[config.mk]
export PLATFORM = sky130hd
export DESIGN_NAME = mrs_scheduler
export DESIGN_NICKNAME = d
export VERILOG_FILES = /design/src/hdl/mrs_pkg.sv /design/src/hdl/mrs_delay_timer.sv /design/src/hdl/mrs_scheduler.sv
export SDC_FILE = /design/constraint.sdc
export NUM_CORES = 1
export LEC_CHECK = 0
export CORE_AREA = 3 3 117 119
export DETAILED_ROUTE_END_ITERATION = 6
export DIE_AREA = 0 0 120 122
export DONT_BUFFER_PORTS = 1
export PLACE_DENSITY_LB_ADDON = 0.12
export SLEW_MARGIN = 40
export SYNTH_ARGS = -nofsm -noshare
export SYNTH_HDL_FRONTEND = slang
export SYNTH_SLANG_ARGS = --single-unit
[constraint.sdc]
create_clock -name mclk -period 7.05 [get_ports mclk]
set_input_delay 0.705 -clock mclk [delete_from_list [all_inputs] [get_ports mclk]]
set_output_delay 0.705 -clock mclk [all_outputs]
set_load 0.1 [all_outputs]
[src/hdl/mrs_pkg.sv]
package mrs_pkg;
  // Serial timing at the unit clock
  localparam int unsigned CLK_HZ = 40000000;
  localparam int unsigned BAUD = 9600;
  localparam int unsigned BITS_PER_BYTE = 10;
  localparam int unsigned CYC_PER_BYTE = (CLK_HZ * BITS_PER_BYTE) / BAUD;
  // Response time is 2.5 byte periods, kept in tenths
  localparam int unsigned RESP_TENTHS = 25;
  localparam int unsigned RESP_CYC = (CYC_PER_BYTE * RESP_TENTHS) / 10;
  localparam int unsigned JITTER_CYC_DEF = 4167;
  localparam int unsigned REPLY_BYTES_DEF = 7;
  localparam int unsigned GUARD_BYTES = 5;
  localparam int unsigned GUARD_CYC = CYC_PER_BYTE * GUARD_BYTES;
  localparam logic [7:0] ADDR_MAX = 8'hfe;
  localparam logic [7:0] BCAST_ADDR_DEF = 8'hff;
  localparam logic [7:0] ATTN_ACK = 8'h06;
  localparam logic [7:0] ATTN_NAK = 8'h15;
  localparam int unsigned CNT_W = 32;

  typedef enum logic [1:0] {
    MRS_LINK_RS232,
    MRS_LINK_USB,
    MRS_LINK_RS485_4W,
    MRS_LINK_RS485_2W
  } mrs_link_e;

  typedef struct packed {
    logic [7:0] addr;
    logic ok;
  } mrs_cmd_s;

  typedef struct packed {
    logic go;
    logic [7:0] attn;
  } mrs_reply_s;
endpackage : mrs_pkg

[src/hdl/mrs_delay_timer.sv]
`timescale 1ns/1ps
// Down counter, loaded with a cycle count, pulses done when it expires
module mrs_delay_timer #(
  parameter int unsigned W = 32
) (
  // Clock and reset
  input wire logic mclk,
  input wire logic reset_n,
  input wire logic clk_en,
  // Control
  input wire logic load,
  input wire logic [W-1:0] count,
  input wire logic abort,
  // Status
  output logic busy_q,
  output logic done_q
);
  logic [W-1:0] cnt_q;

  always_ff @(posedge mclk or negedge reset_n)
  begin
    if (!reset_n)
    begin
      cnt_q <= '0;
      busy_q <= 1'b0;
      done_q <= 1'b0;
    end
    else if (clk_en)
    begin
      done_q <= 1'b0;
      if (abort)
      begin
        busy_q <= 1'b0;
      end
      else if (load)
      begin
        // A zero count fires at once, so no wait is added
        cnt_q <= count;
        busy_q <= (count != '0);
        done_q <= (count == '0);
      end
      else if (busy_q)
      begin
        cnt_q <= cnt_q - 1'b1;
        if (cnt_q == {{(W-1){1'b0}}, 1'b1})
        begin
          busy_q <= 1'b0;
          done_q <= 1'b1;
        end
      end
    end
  end
endmodule : mrs_delay_timer

[src/hdl/mrs_scheduler.sv]
`timescale 1ns/1ps
// Overview of operation
// - RS232/USB: single host, no address filter
// - Multidrop links use the unit's own address
// - Matching unit replies at once, others silent
// - Broadcast acted on after final byte
// - Broadcast delay is address times slot
// - Lower addresses reply earlier
// - Slot: 2.5 bytes plus jitter margin plus reply length
// - Address zero replies with no delay
// - 9600 baud 8N1 sets byte period
// - Reply leads with ACK or NAK
// - Address range 0 to 254, held here
module mrs_scheduler #(
  parameter logic [7:0] BCAST_ADDR = mrs_pkg::BCAST_ADDR_DEF,
  parameter int unsigned RESPONSE_CYC = mrs_pkg::RESP_CYC,
  parameter int unsigned JITTER_CYC = mrs_pkg::JITTER_CYC_DEF,
  parameter int unsigned REPLY_BYTES = mrs_pkg::REPLY_BYTES_DEF
) (
  // Clock and reset
  input wire logic mclk,
  input wire logic reset_n,
  input wire logic clk_en,
  // Settings
  input wire mrs_pkg::mrs_link_e link_mode,
  input wire logic [7:0] unit_addr,
  input wire logic addr_load,
  // Received command, cmd_end pulses on the final byte
  input wire logic cmd_end,
  input wire mrs_pkg::mrs_cmd_s cmd,
  // Outcome
  output logic accept_q,
  output logic is_bcast_q,
  output mrs_pkg::mrs_reply_s reply_q,
  output logic [7:0] addr_q,
  output logic addr_err_q
);
  localparam int unsigned SLOT_CYC = RESPONSE_CYC + JITTER_CYC
    + REPLY_BYTES * mrs_pkg::CYC_PER_BYTE;

  function automatic logic multidrop(input mrs_pkg::mrs_link_e m);
    multidrop = (m == mrs_pkg::MRS_LINK_RS485_4W) || (m == mrs_pkg::MRS_LINK_RS485_2W);
  endfunction : multidrop

  logic [7:0] attn_q;
  logic timer_load;
  logic timer_busy;
  logic timer_done;
  logic [mrs_pkg::CNT_W-1:0] delay_cyc;
  logic hit_bcast;
  logic hit_own;
  logic bcast_now;
  logic [mrs_pkg::CNT_W-1:0] timer_count;
  logic [mrs_pkg::CNT_W-1:0] wait_cnt_q;
  logic [mrs_pkg::CNT_W-1:0] wait_goal_q;

  // Address setting; out-of-range values are refused and the old one kept
  always_ff @(posedge mclk or negedge reset_n)
  begin
    if (!reset_n)
    begin
      addr_q <= 8'h00;
      addr_err_q <= 1'b0;
    end
    else if (clk_en && addr_load)
    begin
      addr_err_q <= (unit_addr > mrs_pkg::ADDR_MAX);
      if (unit_addr <= mrs_pkg::ADDR_MAX)
      begin
        addr_q <= unit_addr;
      end
    end
  end

  assign hit_bcast = multidrop(link_mode) && (cmd.addr == BCAST_ADDR);
  assign hit_own = !multidrop(link_mode) || (cmd.addr == addr_q);
  // Slot count grows with address, so lower units always go first
  assign delay_cyc = mrs_pkg::CNT_W'(addr_q) * mrs_pkg::CNT_W'(SLOT_CYC);
  // Address zero skips the timer: its count of delay minus one would wrap to all ones
  assign bcast_now = hit_bcast && (delay_cyc == '0);
  // The reply flop adds a cycle after timer expiry, so the timer gets one less
  assign timer_count = delay_cyc - mrs_pkg::CNT_W'(1);
  assign timer_load = clk_en && cmd_end && hit_bcast && !bcast_now;

  // Decision on each completed command
  always_ff @(posedge mclk or negedge reset_n)
  begin
    if (!reset_n)
    begin
      accept_q <= 1'b0;
      is_bcast_q <= 1'b0;
      attn_q <= 8'h00;
    end
    else if (clk_en)
    begin
      accept_q <= cmd_end && (hit_bcast || hit_own);
      if (cmd_end)
      begin
        is_bcast_q <= hit_bcast;
      end
      // Only a broadcast parks its code, so a non-broadcast command cannot alter the parked code
      if (cmd_end && hit_bcast)
      begin
        attn_q <= cmd.ok ? mrs_pkg::ATTN_ACK : mrs_pkg::ATTN_NAK;
      end
    end
  end

  mrs_delay_timer #(
    .W(mrs_pkg::CNT_W)
  ) u_timer (
    .mclk(mclk),
    .reset_n(reset_n),
    .clk_en(clk_en),
    .load(timer_load),
    .count(timer_count),
    .abort(1'b0),
    .busy_q(timer_busy),
    .done_q(timer_done)
  );

  // Reply strobe: addressed hits at once, broadcasts after their slot
  always_ff @(posedge mclk or negedge reset_n)
  begin
    if (!reset_n)
    begin
      reply_q <= '0;
    end
    else if (clk_en)
    begin
      reply_q.go <= 1'b0;
      if (cmd_end && ((!hit_bcast && hit_own) || bcast_now))
      begin
        reply_q.go <= 1'b1;
        reply_q.attn <= cmd.ok ? mrs_pkg::ATTN_ACK : mrs_pkg::ATTN_NAK;
      end
      else if (timer_done)
      begin
        reply_q.go <= 1'b1;
        reply_q.attn <= attn_q;
      end
    end
  end

  // Enabled cycles since the last delayed broadcast was loaded, held once it reaches the slot goal; counted apart
  // from the timer so the slot checks below do not trust the timer's own count
  always_ff @(posedge mclk or negedge reset_n)
  begin
    if (!reset_n)
    begin
      wait_cnt_q <= '0;
      wait_goal_q <= '0;
    end
    else if (clk_en)
    begin
      if (timer_load)
      begin
        wait_cnt_q <= mrs_pkg::CNT_W'(1);
        wait_goal_q <= delay_cyc;
      end
      else if (wait_cnt_q != '0 && wait_cnt_q != wait_goal_q)
      begin
        wait_cnt_q <= wait_cnt_q + mrs_pkg::CNT_W'(1);
      end
    end
  end

  // Assertions
  AST_SILENT_OTHER: assert property (@(posedge mclk) disable iff (!reset_n)
    (clk_en && cmd_end && multidrop(link_mode) && cmd.addr != addr_q && cmd.addr != BCAST_ADDR
      && !timer_busy && !timer_done)
    |=> !reply_q.go)
    else $error("reply sent for foreign address");
  AST_OWN_NOW: assert property (@(posedge mclk) disable iff (!reset_n)
    (clk_en && cmd_end && !hit_bcast && hit_own) |=> reply_q.go)
    else $error("addressed reply not immediate");
  AST_SINGLE_HOST: assert property (@(posedge mclk) disable iff (!reset_n)
    (clk_en && cmd_end && !multidrop(link_mode)) |=> accept_q && !is_bcast_q)
    else $error("point-to-point command filtered");
  AST_ZERO_NOW: assert property (@(posedge mclk) disable iff (!reset_n)
    (clk_en && cmd_end && hit_bcast && addr_q == 8'h00) |=> reply_q.go)
    else $error("address zero reply delayed");
  AST_HIGH_WAITS: assert property (@(posedge mclk) disable iff (!reset_n)
    (timer_load && delay_cyc >= mrs_pkg::CNT_W'(8)) |=> !reply_q.go [*8])
    else $error("higher address replied early");
  AST_ACK_CODE: assert property (@(posedge mclk) disable iff (!reset_n)
    reply_q.go |-> (reply_q.attn == mrs_pkg::ATTN_ACK || reply_q.attn == mrs_pkg::ATTN_NAK))
    else $error("bad reply lead byte");
  AST_ADDR_RANGE: assert property (@(posedge mclk) disable iff (!reset_n)
    addr_q <= mrs_pkg::ADDR_MAX)
    else $error("address out of range");
  AST_BCAST_ACCEPT: assert property (@(posedge mclk) disable iff (!reset_n)
    (clk_en && cmd_end && hit_bcast) |=> accept_q && is_bcast_q)
    else $error("broadcast not accepted");
  AST_MULTIDROP: assert property (@(posedge mclk) disable iff (!reset_n)
    (clk_en && cmd_end && multidrop(link_mode) && cmd.addr == addr_q) |=> accept_q)
    else $error("own address not accepted");
  AST_ACCEPT_CAUSE: assert property (@(posedge mclk) disable iff (!reset_n)
    $rose(accept_q) |-> $past(cmd_end))
    else $error("accept without a command");
  AST_ACCEPT_PULSE: assert property (@(posedge mclk) disable iff (!reset_n)
    (clk_en && !cmd_end) |=> !accept_q)
    else $error("accept held too long");
  AST_IDLE_SILENT: assert property (@(posedge mclk) disable iff (!reset_n)
    (clk_en && !cmd_end && !timer_done) |=> !reply_q.go)
    else $error("reply without cause");
  AST_FREEZE: assert property (@(posedge mclk) disable iff (!reset_n)
    !clk_en |=> $stable(reply_q) && $stable(accept_q) && $stable(addr_q))
    else $error("state moved while frozen");
  AST_SLOT_EXACT: assert property (@(posedge mclk) disable iff (!reset_n)
    (clk_en && timer_done) |-> wait_cnt_q == wait_goal_q)
    else $error("broadcast slot length wrong");
  AST_SLOT_NOT_EARLY: assert property (@(posedge mclk) disable iff (!reset_n)
    (wait_cnt_q != '0 && wait_cnt_q < wait_goal_q) |-> timer_busy && !timer_done)
    else $error("broadcast slot ended early");
  AST_ACK_NOW: assert property (@(posedge mclk) disable iff (!reset_n)
    (clk_en && cmd_end && !hit_bcast && hit_own && cmd.ok) |=> reply_q.attn == mrs_pkg::ATTN_ACK)
    else $error("good command not acknowledged");
  AST_NAK_NOW: assert property (@(posedge mclk) disable iff (!reset_n)
    (clk_en && cmd_end && !hit_bcast && hit_own && !cmd.ok) |=> reply_q.attn == mrs_pkg::ATTN_NAK)
    else $error("failed command not refused");
  AST_ERR_FLAG: assert property (@(posedge mclk) disable iff (!reset_n)
    (clk_en && addr_load && unit_addr > mrs_pkg::ADDR_MAX) |=> addr_err_q && $stable(addr_q))
    else $error("bad address not refused");
endmodule : mrs_scheduler

==> flow_summary_export.csv <==
group,metric,value,unit
placed_design,dpl-instance-area,5940,sq um
route,num_vias,4507,
yosys,synthSimpleGateAreaFrac,20.7,%
yosys,postSynthCellCount,669,
route,first_iter_violations,258,
yosys,synth-compound-area-share,12.7,%
yosys,yosys_warnings,0,
clock_network,cts-root-buf,"clkbuf_16",
yosys,synthFlopType,"dfrtp_1",
yosys,synth-seq-cells,52,
grt,grt_pass1_vias,4456,
cells_and_area,stdcell_count,841,
route,viasPerCell,5.36,
floorplan,die-area,14600,sq um
yosys,ys_seq_area_share,22.7,%
outcome,status,"completed",
timing,setup_viol,0,
timing,tightestPinTransition,0.650,ns
grt,grt_pass1_wl,22.0,mm
yosys,synth.top_cell.area_share,22.7,%
timing,holdWs,0.0932,ns
route,drc_errors,0,
timing,finalMaxSlewViolations,0,
route,ant_nets,0,
cells_and_area,antenna_cells,0,
yosys,syn_area,5740,sq um
yosys,postSynthAreaPerCell,8.58,sq um
cells_and_area,nNetsFinal,788,
worst_setup_path,startpoint,"addr_q[5]$_DFFE_PN0P_",
timing,finalHoldViolations,0,
timing,skew,0.0104,ns
yosys,synthDistinctLibCells,66,
floorplan,die_y,122,um
floorplan,fp-row-count,41,
worst_setup_path,critPathMaxFanout,54,
floorplan,core,12700,sq um
placed_design,io_buffers,0,
grt,grt_util_all_layers,18.6,%
yosys,synth_top_family_by_area,"adder cells",
run,max_cap_violations,0,
worst_setup_path,worstSetupPathType,"flop to flop",
placed_design,place.gp.congestion,0.880,
yosys,async_flop_share,100,%
grt,antenna_found_initial,0,
floorplan,io_pins,44,
yosys,synth_area_leaders,"dfrtp_1 (23%), ha_1 (15%), fa_1 (10%)",
yosys,synth_xor_area_share,11.3,%
timing,period_minus_slack,6.26,ns
clock_network,cts-buffers-inserted,5,
yosys,synth_top_cell_by_area,"dfrtp_1",
timing,relSlewSlack,56.4,%
cells_and_area,area_delta_synth_final,6.08,%
route,drt_wl_total,13.2,mm
worst_setup_path,critical_path.endpoint,"u_timer.cnt_q[29]$_DFFE_PN0P_",
placed_design,dp_hpwl,10.8,mm
cells_and_area,utilization,48.1,%
worst_setup_path,worstPathArrival,6.49,ns
clock_network,htree_levels,2,
grt,grt_overflow_total,0,
timing,grt_setup_unrepaired,"no",
worst_setup_path,required,7.28,ns
timing,max_clock_freq,0.160,GHz
clock_network,clk_pin_slew_worst_paths,0.07,ns
clock_network,clk_path_buf_depth,2,
worst_setup_path,r2r_cells,18,
clock_network,cts_num_sinks,52,
power_and_ir_drop,ir_drop,348,uV
yosys,synthAdderAreaFrac,24.7,%
power_and_ir_drop,power.density,521,nW/um^2
floorplan,start_util,45.3,%
worst_setup_path,rr_endpoint,"u_timer.cnt_q[29]$_DFFE_PN0P_",
clock_network,insertion_delay,0.30,ns
placed_design,placed_cells,833,
cells_and_area,drive_gt1_share,6.58,%
route,routedWlPerCell,15.7,um
worst_setup_path,r2r_setup_slack,0.79,ns
timing,fin_crit_sh,88.8,%
timing,fin_tns_setup,0,ns
grt,grt_max_degree,55,
yosys,synth_mux_area_share,0.894,%
floorplan,die_x,120,um
clock_network,tritoncts,"built",
worst_setup_path,cp-start-kind,"flop",
clock_network,cts_hold_buffers,0,
yosys,synth_edf_count,0,
cells_and_area,final_area,6090,sq um
worst_setup_path,r2r_start,"addr_q[5]$_DFFE_PN0P_",
hold_path,hold_path.class,"input port to asynchronous set/reset pin",
clock_network,ctsResizeCount,0,
worst_setup_path,end_kind,"flop",
route,dr.pass1.iters,4,
power_and_ir_drop,power_leakage,0.00305,uW
clock_network,post_cts_buffers,0,
-- critical path, stage by stage (launching register included) --
cell and delay [ns]:
dfrtp_1 0.39, buf_4 0.38, ha_1 0.36, fa_1 0.57, inv_1 0.08, fa_1 0.46, fa_1 0.51, inv_1 0.04
ha_1 0.42, and3_4 0.24, a221oi_4 0.40, nor3_1 0.09, nor3b_1 0.48, nand3b_1 0.27, nor4_2 0.34, nand4_1 0.33
o21ba_4 0.46, buf_4 0.23, nor2_1 0.10
-- layout by cell type, fill, tap and decap left out, drive strengths merged, types with 2 or more instances in the layout --
| cell | instances |
|---|---|
| inv | 74 |
| ha | 67 |
| nor2 | 58 |
| nand2 | 55 |
| dfrtp | 52 |
| a21oi | 46 |
| xnor2 | 37 |
| xor2 | 37 |
| fa | 29 |
| nor3 | 28 |
| o21ai | 19 |
| nand3 | 15 |
| nor4 | 14 |
| a21o | 12 |
| nand2b | 11 |
| buf | 11 |
| or3 | 8 |
| nand4 | 7 |
| or2 | 7 |
| or4 | 6 |
| and3 | 6 |
| and2 | 5 |
| clkbuf | 5 |
| and4 | 4 |
| mux2i | 4 |
| conb | 4 |
| a211oi | 4 |
| o311a | 3 |
| o211ai | 3 |
| nand3b | 3 |
| o21a | 2 |
| a31oi | 2 |
| o31ai | 2 |
| nor3b | 2 |
| or3b | 2 |
| a21boi | 2 |
| a221oi | 2 |
| o22ai | 2 |
| a31o | 2 |
| clkinv | 2 |
-- cell type report --
type                    instances  area, sq um
clock buffers                   5          125
flip-flops and latches         52         1310
well taps                     172          215
repair buffers                 11         82.6
clock inverters                 3         22.5
multi-input cells             525         4060
inverters                      73          274
fillers                      1269         6580
-- cells in the mapped netlist (2+ instances only) --
cell      instances
inv_1            73
ha_1             67
nor2_1           57
nand2_1          55
dfrtp_1          52
a21oi_1          46
xnor2_1          37
xor2_1           37
fa_1             29
nor3_1           28
o21ai_0          18
nand3_1          15
nor4_1           13
a21o_1           12
clkbuf_1         11
nand2b_1         11
or3_1             8
nand4_1           7
or2_2             6
or4_1             6
and2_1            5
and3_1            5
buf_4             5
and4_1            4
mux2i_1           4
a211oi_1          3
buf_6             3
nand3b_1          3
o211ai_1          3
o311a_1           3
a21boi_0          2
a31oi_1           2
buf_1             2
nor3b_1           2
o21a_1            2
o31ai_1           2
or3b_2            2
-- worst min-delay path by stage --
stage | startpoint | depth (start not counted) | end | slack, ns
detailed placement | reset_n | 0 | u_timer.cnt_q[26]$_DFFE_PN0P_ | 0.41
CTS | reset_n | 0 | u_timer.cnt_q[26]$_DFFE_PN0P_ | 0.08
global placement | reset_n | 0 | u_timer.cnt_q[26]$_DFFE_PN0P_ | 0.41
global route | reset_n | 0 | u_timer.cnt_q[26]$_DFFE_PN0P_ | 0.08
finish | reset_n | 0 | u_timer.cnt_q[26]$_DFFE_PN0P_ | 0.09
floorplan | reset_n | 0 | accept_q$_DFFE_PN0P_ | 0.41
-- power breakdown --
group,total (uW),switching [uW],internal [uW]
sequential,465,100,365
clock,254,120,133
combinational,2450,1480,970
total,3170,1700,1470
-- state kept, by name, summed over array words and instances (netlist names) --
name            count
u_timer.cnt_q      32
u_timer.busy_q      1
u_timer.done_q      1
attn_q              3
is_bcast_q          1
reply_q             4
addr_err_q          1
addr_q              8
accept_q            1
-- cell families (layout without fill, tap and decap cells) --
| group | Yosys count | after routing |
|---|---|---|
| flip-flops | 52 | 52 |
| buffers and inverters | 95 | 92 |
| XOR/XNOR | 74 | 74 |
| multiplexers | 5 | 5 |
| other | 1 | 4 |
| adder cells (fa/ha/maj) | 96 | 96 |
| AO/OA/AOI/OAI | 111 | 111 |
| AND/OR/NAND/NOR | 235 | 235 |
-- metrics by stage --
step                power (uW)  setup WS, ns
CTS                       3200         0.706
detailed placement        2920         0.766
floorplan                 2420         0.763
global placement          2880         0.642
finish                    3170         0.788
global route              3530         0.248
-- layer usage --
metal / track usage, % / vias to the layer above / part of all wire [%]
li1: - / 2282 / -
met1: 26.6 / 2166 / 50
met2: 29.9 / 40 / 47
met3: 2.55 / 19 / 2.0
met4: 4.80 / 0 / 1.5
met5: 0 / - / 0
Power figures use the tool's default switching activity.
